--- config.mk ---
export PLATFORM = sky130hd
export DESIGN_NAME = ustc_config
export DESIGN_NICKNAME = d
export VERILOG_FILES = /design/src/rtl/ustc_pkg.sv /design/src/rtl/ustc_config.sv
export VERILOG_INCLUDE_DIRS = /design/src /design/src/rtl
export SDC_FILE = /design/constraint.sdc
export NUM_CORES = 1
export LEC_CHECK = 0
export BUFFER_PORTS_ARGS = -buffer_cell sky130_fd_sc_hd__clkbuf_2
export CAP_MARGIN = 10
export CORE_ASPECT_RATIO = 1.75
export CORE_MARGIN = 5
export CORE_UTILIZATION = 45
export DETAILED_ROUTE_END_ITERATION = 8
export GPL_TIMING_DRIVEN = 0
export HOLD_SLACK_MARGIN = 0.12
export PLACE_DENSITY = 0.67
export SLEW_MARGIN = 30
export SYNTH_ARGS = -nofsm -noshare
export SYNTH_HDL_FRONTEND = slang
export SYNTH_SLANG_ARGS = --single-unit
export TNS_END_PERCENT = 10
--- constraint.sdc ---
create_clock -name aclk -period 3.3 [get_ports aclk]
set_input_delay 0.165 -clock aclk [delete_from_list [all_inputs] [get_ports aclk]]
set_output_delay 0.165 -clock aclk [all_outputs]
set_load 0.005 [all_outputs]
--- src/rtl/ustc_regs.svh ---
// Register offsets, field positions and constants of the serial timing block
// Function
// - Zero time-out value disables receiver time-out
// - Time-out delay equals value times bit period
// - Write protect blocks protected configuration writes
// - Zero guard value inserts no guard time
// - Guard holds line idle value bit periods
// - Zero card ratio stops card bit clock
// - Card bit rate is card clock over ratio
// - Count card errors, clear count on read
// - Filter field sets infrared demodulator filter
// - Drift compensation resynchronises, needs 16x clock
// - Polarity bit chooses Manchester transition sense
// - Preamble code selects ones, zeros, alternating
// - Receive preamble length zero disables detection
// - Transmit preamble sent for length bit periods
// - LIN slave synchronises unless sync disabled
// - DMA may load frame config except itself
// - Response length is length code plus one
// - Length source one uses identifier bits five:four
// - Wakeup style selects LIN 2.0 or 1.3
// - Frame slot timing unless slot disable set
// - Checksum style zero enhanced, one classic
// - Checksum and parity generated, checked, or removed
// - Node action selects publish, subscribe, ignore
// - Mode codes select LIN master or slave
// - Write protect bit changes only with key
`ifndef USTC_REGS_SVH
`define USTC_REGS_SVH
`define USTC_OFF_RTO   8'h24
`define USTC_OFF_TTG   8'h28
`define USTC_OFF_CDIV  8'h40
`define USTC_OFF_NERR  8'h44
`define USTC_OFF_IRF   8'h4c
`define USTC_OFF_MAN   8'h50
`define USTC_OFF_LIN   8'h54
`define USTC_OFF_WPM   8'he4
`define USTC_RST_CDIV  11'h174
`define USTC_RST_MAN   32'h30011004
`define USTC_MAN_MASK  32'h530f130f
`define USTC_MAN_FIX   32'h20000000
`define USTC_WP_KEY    24'h555341
`define USTC_MODE_MST  4'ha
`define USTC_MODE_SLV  4'hb
`define USTC_MAN_DRIFT 30
`define USTC_MAN_RPOL  28
`define USTC_MAN_TPOL  12
`define USTC_LIN_SYNCD 17
`define USTC_LIN_DMAL  16
`define USTC_LIN_WKUP  7
`define USTC_LIN_SLOTD 6
`define USTC_LIN_LSRC  5
`define USTC_LIN_CHKT  4
`define USTC_LIN_CHKD  3
`define USTC_LIN_PARD  2
`define USTC_RESP_OK   2'h0
`define USTC_RESP_ERR  2'h2
`endif

--- src/rtl/ustc_pkg.sv ---
// Types shared by the serial timing and coding configuration block
`default_nettype none
package ustc_pkg;
  typedef struct packed {
    logic [16:0] to_val;
    logic [7:0]  gt;
    logic [10:0] ratio;
    logic [7:0]  nerr;
    logic [7:0]  irf;
    logic [31:0] manchester_config;
    logic [17:0] lin;
    logic        wplk;
    logic [16:0] to_cnt;
    logic        to_evt;
    logic [7:0]  gt_cnt;
    logic [10:0] cd_cnt;
    logic        card_tick;
    logic [3:0]  tpre_cnt;
    logic [3:0]  tpre_idx;
    logic [3:0]  rpre_cnt;
    logic        rpre_det;
    logic        tx_half;
    logic        rx_bit;
    logic        wk20;
    logic        wk13;
    logic        bvalid;
    logic [1:0]  bresp;
    logic        rvalid;
    logic [1:0]  rresp;
    logic [31:0] rdata;
  } ustc_state_t;
endpackage : ustc_pkg
`default_nettype wire

--- src/rtl/ustc_config.sv ---
// Serial timing, line coding and LIN frame configuration with AXI4-Lite registers
`timescale 1ns/1ps
`default_nettype none
`include "ustc_regs.svh"
module ustc_config (
  input  wire logic        aclk,
  input  wire logic        aresetn,
  input  wire logic [7:0]  s_axi_awaddr,
  input  wire logic        s_axi_awvalid,
  output logic             s_axi_awready,
  input  wire logic [31:0] s_axi_wdata,
  input  wire logic [3:0]  s_axi_wstrb,
  input  wire logic        s_axi_wvalid,
  output logic             s_axi_wready,
  output logic [1:0]       s_axi_bresp,
  output logic             s_axi_bvalid,
  input  wire logic        s_axi_bready,
  input  wire logic [7:0]  s_axi_araddr,
  input  wire logic        s_axi_arvalid,
  output logic             s_axi_arready,
  output logic [31:0]      s_axi_rdata,
  output logic [1:0]       s_axi_rresp,
  output logic             s_axi_rvalid,
  input  wire logic        s_axi_rready,
  input  wire logic [3:0]  op_mode,
  input  wire logic        card_mode,
  input  wire logic        oversample_16x,
  input  wire logic        bit_tick,
  input  wire logic        card_clk_tick,
  input  wire logic        card_error,
  input  wire logic        start_timeout,
  input  wire logic        tx_char_done,
  input  wire logic        tx_preamble_start,
  input  wire logic        tx_data_bit,
  input  wire logic        rx_first_half,
  input  wire logic        rx_bit_valid,
  input  wire logic [7:0]  identifier_character,
  input  wire logic        send_wakeup_command,
  input  wire logic        dma_lin_valid,
  input  wire logic [17:0] dma_lin_data,
  output logic             rx_timeout,
  output logic             tx_guard_hold,
  output logic             card_bit_tick,
  output logic [7:0]       ir_filter,
  output logic             drift_active,
  output logic             tx_line_first_half,
  output logic             rx_decoded_bit,
  output logic             tx_preamble_active,
  output logic             rx_preamble_found,
  output logic             sync_enable,
  output logic [8:0]       response_length,
  output logic             wakeup_lin20,
  output logic             wakeup_lin13,
  output logic             frame_slot_enforce,
  output logic             checksum_enhanced,
  output logic             checksum_generate,
  output logic             checksum_check,
  output logic             parity_generate,
  output logic             parity_check,
  output logic [7:0]       id_with_parity,
  output logic             response_tx,
  output logic             response_rx
);

  // =====================================================================
  // Helpers
  // =====================================================================
  // Byte-lane merge of a write into a stored word
  function automatic logic [31:0] merge(input logic [31:0] old, input logic [31:0] wd,
                                        input logic [3:0] be);
    logic [31:0] r;
    r = old;
    for (int i = 0; i < 4; i++) begin
      if (be[i]) begin
        r[i*8 +: 8] = wd[i*8 +: 8];
      end
    end
    return r;
  endfunction : merge

  // Preamble bit at position idx, in default polarity
  function automatic logic pre_bit(input logic [1:0] pp, input logic [3:0] idx);
    unique case (pp)
      2'h0: return 1'b1;
      2'h1: return 1'b0;
      2'h2: return idx[0];
      2'h3: return ~idx[0];
    endcase
  endfunction : pre_bit

  // LIN identifier parity bits P1:P0 over the six id bits
  function automatic logic [1:0] id_par(input logic [5:0] id);
    return {~(id[1] ^ id[3] ^ id[4] ^ id[5]), id[0] ^ id[1] ^ id[2] ^ id[4]};
  endfunction : id_par

  ustc_pkg::ustc_state_t s_q;
  ustc_pkg::ustc_state_t s_d;

  logic        wr_fire;
  logic        rd_fire;
  logic [31:0] wword;
  logic        tick;
  logic        lin_mst;
  logic        lin_slv;
  logic [1:0]  nsel;

  // =====================================================================
  // Bus handshake and decode
  // =====================================================================
  // Address and data taken together; one write answer outstanding at most
  assign wr_fire       = s_axi_awvalid & s_axi_wvalid & ~s_q.bvalid;
  assign s_axi_awready = s_axi_wvalid & ~s_q.bvalid;
  assign s_axi_wready  = s_axi_awvalid & ~s_q.bvalid;
  assign rd_fire       = s_axi_arvalid & ~s_q.rvalid;
  assign s_axi_arready = ~s_q.rvalid;
  assign s_axi_bvalid  = s_q.bvalid;
  assign s_axi_bresp   = s_q.bresp;
  assign s_axi_rvalid  = s_q.rvalid;
  assign s_axi_rresp   = s_q.rresp;
  assign s_axi_rdata   = s_q.rdata;
  assign wword         = s_axi_wdata;

  // Card divider drives bit timing in card mode, else the baud tick
  assign tick    = card_mode ? s_q.card_tick : bit_tick;
  assign lin_mst = (op_mode == `USTC_MODE_MST);
  assign lin_slv = (op_mode == `USTC_MODE_SLV);
  assign nsel    = s_q.lin[1:0];

  // =====================================================================
  // Next state
  // =====================================================================
  always_comb begin
    logic [31:0] rd;
    logic        ok;
    logic [31:0] nw;
    rd  = 32'h0;
    ok  = 1'b1;
    nw  = 32'h0;
    s_d = s_q;

    // Write side of the register file
    if (wr_fire) begin
      s_d.bvalid = 1'b1;
      s_d.bresp  = `USTC_RESP_OK;
      unique case (s_axi_awaddr)
        `USTC_OFF_RTO: begin
          nw = merge({15'h0, s_q.to_val}, wword, s_axi_wstrb);
          if (!s_q.wplk) begin
            s_d.to_val = nw[16:0];
          end
        end
        `USTC_OFF_TTG: begin
          nw = merge({24'h0, s_q.gt}, wword, s_axi_wstrb);
          if (!s_q.wplk) begin
            s_d.gt = nw[7:0];
          end
        end
        `USTC_OFF_CDIV: begin
          nw = merge({21'h0, s_q.ratio}, wword, s_axi_wstrb);
          if (!s_q.wplk) begin
            s_d.ratio = nw[10:0];
          end
        end
        `USTC_OFF_IRF: begin
          nw = merge({24'h0, s_q.irf}, wword, s_axi_wstrb);
          if (!s_q.wplk) begin
            s_d.irf = nw[7:0];
          end
        end
        `USTC_OFF_MAN: begin
          nw = merge(s_q.manchester_config, wword, s_axi_wstrb);
          if (!s_q.wplk) begin
            s_d.manchester_config = nw & `USTC_MAN_MASK;
          end
        end
        `USTC_OFF_LIN: begin
          nw = merge({14'h0, s_q.lin}, wword, s_axi_wstrb);
          s_d.lin = nw[17:0];
        end
        `USTC_OFF_WPM: begin
          // Key must arrive whole; a partial strobe cannot carry it
          if (s_axi_wstrb == 4'hf && wword[31:8] == `USTC_WP_KEY) begin
            s_d.wplk = wword[0];
          end
        end
        `USTC_OFF_NERR: ok = 1'b1;
        default: ok = 1'b0;
      endcase
      if (!ok) begin
        s_d.bresp = `USTC_RESP_ERR;
      end
    end else if (s_q.bvalid && s_axi_bready) begin
      s_d.bvalid = 1'b0;
    end

    // DMA loads frame config only while its own load bit is set
    if (dma_lin_valid && s_q.lin[`USTC_LIN_DMAL]
        && !(wr_fire && s_axi_awaddr == `USTC_OFF_LIN)) begin
      s_d.lin = {dma_lin_data[`USTC_LIN_SYNCD], 1'b1, dma_lin_data[15:0]};
    end

    // Card error total saturates; read clears, a new error still counts
    if (card_error && s_q.nerr != 8'hff) begin
      s_d.nerr = s_q.nerr + 8'h1;
    end
    if (rd_fire && s_axi_araddr == `USTC_OFF_NERR) begin
      s_d.nerr = {7'h0, card_error};
    end

    // Read side of the register file
    if (rd_fire) begin
      ok = 1'b1;
      unique case (s_axi_araddr)
        `USTC_OFF_RTO:  rd = {15'h0, s_q.to_val};
        `USTC_OFF_TTG:  rd = {24'h0, s_q.gt};
        `USTC_OFF_CDIV: rd = {21'h0, s_q.ratio};
        `USTC_OFF_NERR: rd = {24'h0, s_q.nerr};
        `USTC_OFF_IRF:  rd = {24'h0, s_q.irf};
        `USTC_OFF_MAN:  rd = s_q.manchester_config | `USTC_MAN_FIX;
        `USTC_OFF_LIN:  rd = {14'h0, s_q.lin};
        `USTC_OFF_WPM:  rd = {31'h0, s_q.wplk};
        default:        ok = 1'b0;
      endcase
      s_d.rvalid = 1'b1;
      s_d.rdata  = rd;
      s_d.rresp  = ok ? `USTC_RESP_OK : `USTC_RESP_ERR;
    end else if (s_q.rvalid && s_axi_rready) begin
      s_d.rvalid = 1'b0;
    end

    // Receiver time-out: armed by start, counts bit periods down to zero
    s_d.to_evt = 1'b0;
    if (start_timeout) begin
      s_d.to_cnt = s_q.to_val;
    end else if (tick && s_q.to_cnt != 17'h0) begin
      s_d.to_cnt = s_q.to_cnt - 17'h1;
      s_d.to_evt = (s_q.to_cnt == 17'h1);
    end
    if (s_d.to_val == 17'h0) begin
      s_d.to_cnt = 17'h0;
      s_d.to_evt = 1'b0;
    end

    // Transmit guard: idle line for guard-value bit periods after each character
    if (tx_char_done) begin
      s_d.gt_cnt = s_q.gt;
    end else if (tick && s_q.gt_cnt != 8'h0) begin
      s_d.gt_cnt = s_q.gt_cnt - 8'h1;
    end

    // Card bit clock: card clock divided by ratio, silent at zero
    s_d.card_tick = 1'b0;
    if (!card_mode || s_q.ratio == 11'h0) begin
      s_d.cd_cnt = 11'h0;
    end else if (card_clk_tick) begin
      if (s_q.cd_cnt + 11'h1 >= s_q.ratio) begin
        s_d.cd_cnt    = 11'h0;
        s_d.card_tick = 1'b1;
      end else begin
        s_d.cd_cnt = s_q.cd_cnt + 11'h1;
      end
    end

    // Transmit preamble generator, one bit per bit period
    if (tx_preamble_start) begin
      s_d.tpre_cnt = s_q.manchester_config[3:0];
      s_d.tpre_idx = 4'h0;
    end else if (tick && s_q.tpre_cnt != 4'h0) begin
      s_d.tpre_cnt = s_q.tpre_cnt - 4'h1;
      s_d.tpre_idx = s_q.tpre_idx + 4'h1;
    end
    // Line coding: first half equals bit when polarity is zero
    s_d.tx_half = ((s_q.tpre_cnt != 4'h0) ? pre_bit(s_q.manchester_config[9:8], s_q.tpre_idx)
                  : tx_data_bit) ^ s_q.manchester_config[`USTC_MAN_TPOL];
    s_d.rx_bit  = rx_first_half ^ s_q.manchester_config[`USTC_MAN_RPOL];

    // Receive preamble detector: run of matching bits of set length
    s_d.rpre_det = 1'b0;
    if (s_q.manchester_config[19:16] == 4'h0) begin
      s_d.rpre_cnt = 4'h0;
    end else if (rx_bit_valid) begin
      if (s_q.rx_bit == pre_bit(s_q.manchester_config[25:24], s_q.rpre_cnt)) begin
        s_d.rpre_cnt = s_q.rpre_cnt + 4'h1;
        if (s_q.rpre_cnt + 4'h1 == s_q.manchester_config[19:16]) begin
          s_d.rpre_det = 1'b1;
          s_d.rpre_cnt = 4'h0;
        end
      end else begin
        s_d.rpre_cnt = 4'h0;
      end
    end

    // Wakeup request steered to the selected signal style
    s_d.wk20 = send_wakeup_command & ~s_q.lin[`USTC_LIN_WKUP];
    s_d.wk13 = send_wakeup_command & s_q.lin[`USTC_LIN_WKUP];
  end

  // =====================================================================
  // State register
  // =====================================================================
  always_ff @(posedge aclk) begin
    if (!aresetn) begin
      s_q       <= '0;
      s_q.ratio <= `USTC_RST_CDIV;
      s_q.manchester_config   <= `USTC_RST_MAN & `USTC_MAN_MASK;
    end else begin
      s_q <= s_d;
    end
  end

  // =====================================================================
  // Configuration outputs
  // =====================================================================
  // Decoded controls for transmitter, receiver and frame handler
  assign rx_timeout         = s_q.to_evt;
  assign tx_guard_hold      = (s_q.gt_cnt != 8'h0);
  assign card_bit_tick      = s_q.card_tick;
  assign ir_filter          = s_q.irf;
  // Recovery only meaningful with 16x sampling; gated off unless oversample_16x is set
  assign drift_active       = s_q.manchester_config[`USTC_MAN_DRIFT] & oversample_16x;
  assign tx_line_first_half = s_q.tx_half;
  assign rx_decoded_bit     = s_q.rx_bit;
  assign tx_preamble_active = (s_q.tpre_cnt != 4'h0);
  assign rx_preamble_found  = s_q.rpre_det;
  assign sync_enable        = lin_slv & ~s_q.lin[`USTC_LIN_SYNCD];
  assign wakeup_lin20       = s_q.wk20;
  assign wakeup_lin13       = s_q.wk13;
  assign frame_slot_enforce = (lin_mst | lin_slv) & ~s_q.lin[`USTC_LIN_SLOTD];
  assign checksum_enhanced  = ~s_q.lin[`USTC_LIN_CHKT];
  assign checksum_generate  = lin_mst & ~s_q.lin[`USTC_LIN_CHKD];
  assign checksum_check     = lin_slv & ~s_q.lin[`USTC_LIN_CHKD];
  assign parity_generate    = lin_mst & ~s_q.lin[`USTC_LIN_PARD];
  assign parity_check       = (lin_mst | lin_slv) & ~s_q.lin[`USTC_LIN_PARD];
  assign id_with_parity     = {id_par(identifier_character[5:0]), identifier_character[5:0]};
  assign response_tx        = (nsel == 2'h0);
  assign response_rx        = (nsel == 2'h1);

  // Length from code plus one, or from identifier bits five and four
  always_comb begin
    if (!s_q.lin[`USTC_LIN_LSRC]) begin
      response_length = {1'b0, s_q.lin[15:8]} + 9'h1;
    end else begin
      unique case (identifier_character[5:4])
        2'h3:    response_length = 9'h8;
        2'h2:    response_length = 9'h4;
        default: response_length = 9'h2;
      endcase
    end
  end
endmodule : ustc_config
`default_nettype wire

### Yosys cells after proc, flatten, opt, wreduce, memory -nomap -nowiden

Cells that the tools add are included.

| word-level totals | value |
|---|---|
| register bits after elaboration | 179 |
| input port bits | 102 |
| output and inout bits | 85 |

| cells by class | value |
|---|---|
| add/subtract/negate cells | 8 |
| $lt $le $gt $ge | 1 |
| equality and inequality tests | 33 |
| multiplexer cells | 52 |
| bitwise operators | 40 |
| reductions and logical operators | 56 |

Operators by type and width:

| kind | number |
|---|---|
| 31-bit one-hot mux with 8 select lines | 1 |
| 8-bit two-way mux | 12 |
| 8-bit by 7-bit equality test with 1-bit output, second input constant | 10 |
| 18-bit two-way mux | 3 |
| 17-bit two-way mux | 3 |
| 36-bit two-way mux | 1 |
| 11-bit two-way mux | 3 |
| 8-bit by 6-bit equality test with 1-bit output, second input constant | 4 |
| 4-bit AND reduction | 8 |
| 24-bit by 23-bit equality test with 1-bit output, second input constant | 1 |
| 2-bit nonzero test | 11 |
| 19-bit two-way mux | 1 |
| 1-bit two-way mux | 18 |
| 17-bit by 1-bit equality test with 1-bit output, second input constant | 1 |
| 17-bit logical NOT | 1 |
| 1-bit NOT | 17 |
| 17-bit nonzero test | 1 |
| 17-bit by 1-bit subtractor with 17-bit output, second input constant | 1 |
| 8-bit equality test, second input constant | 2 |
| 8-bit OR reduction | 2 |
| 1-bit AND | 14 |
| 2-bit equality test, second input constant | 6 |
| 4-bit equality test, second input constant | 3 |
| 3-bit AND reduction | 4 |
| 31 further kinds | 62 |

### Logic depth before layout (Yosys ltp)

| depth | value |
|---|---|
| depth after elaboration | 7 |
| mapped depth | 11 |
| depth with buffers taken out | 11 |

### Worst setup path after synthesis

OpenSTA, ideal clock, no wires.

| timing | value |
|---|---|
| kind | reg-to-reg |
| start point | register s_q[56] in the netlist's numbering |
| end point | register s_q[56] in the netlist's numbering |
| data arrival time | 2506 ps |
| data required time | 3233 ps |
| slack | 727 ps |
| cell stages (with the launch flop) | 11 |
| cells stage by stage | dfxtp_1 -> ha_1 -> nand3_1 -> nor3_1 -> nand3_1 -> xnor2_1 -> ha_1 -> o2111a_1 -> a221oi_1 -> o21bai_1 -> nor2_1 |

| between the ends | value |
|---|---|
| word-level cells in the longest chain between the ends | 3 |

RTL lines:

| item | RTL line | RTL |
|---|---|---|
| from (decl) | ustc_config.sv:96 | `ustc_pkg::ustc_state_t s_q;` |
| 11-bit by 1-bit adder with 11-bit output * | ustc_config.sv:256, ustc_config.sv:260 |  |
| 11-bit >= comparator | ustc_config.sv:256 | `if (s_q.cd_cnt + 11'h1 >= s_q.ratio) begin` |
| 11-bit two-way mux * | ustc_config.sv:256 |  |

Every way passes the cells marked *; elsewhere a longest branch is shown, timed or not.
A chain may end at the register's enable or synchronous reset.

### Worst setup path in the final report

| timing | value |
|---|---|
| start point | register s_q[56] in the netlist's numbering |
| end point | register s_q[60] in the netlist's numbering |

The elaborated chain is that of the path after synthesis.

==> results.md <==
* Outcome: complete, no violations
* Critical Path Sink: s_q[60]
* Max VDD drop at 0.344 mV
* Unrepaired setup endpoints after global routing: no
* Layout Cells excl Fill at approximately 1600
* Highest clock rate at 345 MHz
* Die boundary height at approximately 200 µm
* Launching instance or port of the critical path: s_q[56]
* Hold violation total from the final report at 0
* Count of flip-flops with a built-in enable after synthesis at 0
* Number of clock sinks at 167
* Number of diodes added for antenna fixing at 0
* Slew at the pin closest to its max-slew limit at approximately 0.95 ns
* Slew margin rel. at 0.366
* Placed cells at 1524
* Reported max-cap violation count at 0
* Required time at the worst-slack endpoint at roughly 3.7 ns
* Number of instances in the synthesized netlist at around 1100
* Number of design rule violations left after detail routing at 0
* Setup fix buffers added after clock tree synthesis at 0
* Average wire per standard cell at 19.4 µm
* Number of library cell types mapped by synthesis at 78
* Number of violations reported at the end of detailed-routing iteration 0 at around 500
* Initial antenna violation count at 0
* Initial DRT Pass Iterations at 5
* Number of vias per cell after detailed routing at 5.61
* Worst clock skew on the final layout at 0.00647 ns
* Reg-to-reg setup timing slack at 0.40 ns
* Placed wire-length estimate after detailed placement at 24.2 mm
* Vias post-DR at 8984
* Placed cell area at ~0.011 mm²
* Path type of the worst setup path: reg2reg
* Number of global-route vias before repair at 9049
* Critical Path Fanout Max at 10
* Sequential cell area fraction in the yosys report at 0.357
* Final-stage net count at ~1500
* Number of placement rows at 70
* Area of the mapped netlist at 0.00938 mm²
* Commonest non-fill, non-tap cell in the layout: dfxtp_1
* Final WL at 31.0 mm
* Asr flop ratio synth at 0
* Slew Viols, Final at 0
* Synthesis warning total at 0
* Crit path DAT at around 3.3 ns
* P_leak at 5.09 nW
* Area of all placed cells without fillers at 0.0116 mm²
* Type of destination of the critical path: register
* X dimension of the die at 119 µm
* CTS tree: done
* Area added between synthesis and finish at 23.6%
* Die Area at 0.0239 mm²
* Number of endpoints failing setup at the final stage at 0
* Effective utilization at floorplan at 0.452
* Antenna viol nets, final at 0
* Worst r2r src: s_q[56]
* Fraction of final layout cells sized beyond drive strength 1 at 0.214
* Global-route wire length before repair at 48.5 mm
* Class of the tightest hold or removal check: in2reg
* Count of port buffers added during placement at approximately 170
* Pin count of the biggest net entering global routing at 17
* Primary flip-flop cell chosen by synthesis mapping: dfxtp_1
* Core ar. at 0.0208 mm²
* Routability Congestion at 0.977
* Clock slew at the register clock pins of the worst setup and hold paths at 0.07 ns
* FF-to-FF End: s_q[60]
* Global route overflow at 0
* Final core utilization at 0.558
* TritonCTS Buffers at 17
* Kind of start point of the critical path: register
* Final total power at 4.43 mW
* Clock Path Buffers at 2
* Number of top-level pins at 187
* Worst skew pair latency at 0.44 ns
* Per-instance average area after synthesis at 8.54 µm²
* Depth of the most critical reg-to-reg path at 10
* Root Buffer: clkbuf_16
* Number of H-tree levels at 4
* Minimum clock period after layout at between 2 and 3 ns
* Period utilization at 0.879
* Total of flip-flops plus latches after synthesis at 167
* Fin Setup TNS at 0 ns
* Most frequent cells in the layout: dfxtp_1 (167), clkbuf_2 (166), nand2_1 (120)
* Pwr dens at between 300 and 400 mW/mm²
* Overall Global Routing Usage at 0.259
## worst max-delay path: stages, from the launching register on
cell and delay [ns]:
dfxtp_1 0.39, ha_1 0.25, nand3_1 0.18, nor3_2 0.33, nand3_1 0.13, xnor2_1 0.20, ha_1 0.28, o2111a_1 0.14
a221oi_1 0.45, o21bai_1 0.32, nor2_1 0.17
## where the power goes
group | switching (mW) | leakage, nW | total, mW | internal [mW]
clock | 0.868 | 0.278 | 1.93 | 1.07
combinational | 0.254 | 3.46 | 0.450 | 0.195
sequential | 0.0147 | 1.35 | 2.05 | 2.03
total | 1.14 | 5.09 | 4.43 | 3.29
## cell families (layout without fill, tap and decap cells)
family / count (synthesis) / count (layout) / synth area share
adder cells (fa/ha/maj): 20 / 20 / 0.0267
multiplexers: 68 / 68 / 0.0727
other: 1 / 9 / 0.000400
flip-flops: 167 / 167 / 0.357
AO/OA/AOI/OAI: 186 / 186 / 0.145
buffers and inverters: 128 / 372 / 0.0797
AND/OR/NAND/NOR: 460 / 460 / 0.256
XOR/XNOR: 68 / 68 / 0.0635
## state kept, by name (all words and copies together) (netlist names), 2 cells and up
name and cells:
ir_filter 8, nsel 2, s_axi_rdata 25, s_q 121
## per-stage QoR
stage | hold slack [ns] | setup WS (ns)
detailed placement | 0.394 | 0.258
floorplan | 0.288 | 0.727
global route | 0.127 | 0.0343
CTS | 0.124 | 0.235
global placement | 0.385 | 0.315
finish | 0.116 | 0.399
## Yosys cell counts (6+ instances only)
master	number	share of area
o211a_1	19	0.020
a21oi_1	32	0.017
dfxtp_1	167	0.36
inv_1	29	0.012
nand3_1	86	0.046
o21ai_0	32	0.017
nor4_1	13	0.0087
nor2_1	77	0.031
a22oi_1	15	0.012
ha_1	20	0.027
nor3_1	15	0.0080
xnor2_1	29	0.027
a211oi_1	12	0.0096
mux2i_1	67	0.072
a21boi_0	16	0.013
buf_2	8	0.0043
nand4_1	19	0.013
a22o_1	6	0.0056
buf_4	50	0.040
and2_1	10	0.0067
xor2_1	39	0.036
and3_1	9	0.0060
nor2b_1	59	0.039
nand2b_1	7	0.0047
clkbuf_1	31	0.012
nand2_1	120	0.048
## routing by layer
layer | vias to the layer above | part of all wire | track usage
met5 | - | 0 | 0
met4 | 0 | 0.061 | 0.160
met3 | 116 | 0.048 | 0.0437
met2 | 339 | 0.54 | 0.484
met1 | 4209 | 0.35 | 0.262
li1 | 4320 | - | -
## how the worst min path moves through the flow
| stage | from | endpoint | slack, ns | cells past startpoint |
|---|---|---|---|---|
| floorplan | send_wakeup_command | wakeup_lin20 | 0.29 | 2 |
| global placement | send_wakeup_command | wakeup_lin20 | 0.39 | 3 |
| detailed placement | tx_preamble_start | s_q[47] | 0.39 | 2 |
| CTS | card_mode | s_q[66] | 0.12 | 3 |
| global route | dma_lin_data[11] | s_q[105] | 0.13 | 4 |
| finish | card_mode | s_q[66] | 0.12 | 3 |
## layout make-up
type / count / area, µm²
Buffer: 99 / 638
Clock buffer: 19 / 443
Clock inverter: 13 / 123
Fill cell: 1931 / 9170
Inverter: 29 / 109
Multi-Input combinational cell: 811 / 5330
Sequential cell: 167 / 3340
Tap cell: 252 / 315
Timing Repair Buffer: 212 / 1290
## repair_timing
| item | in CTS | in global routing |
|---|---|---|
| endpoints found under the setup margin | 0 | 10 |
| hold endpoints to repair | 58 | 0 |
| hold buffers | 46 | 0 |
| resized for setup | 0 | 1 |
No activity file was read; power rests on OpenSTA's default activity.
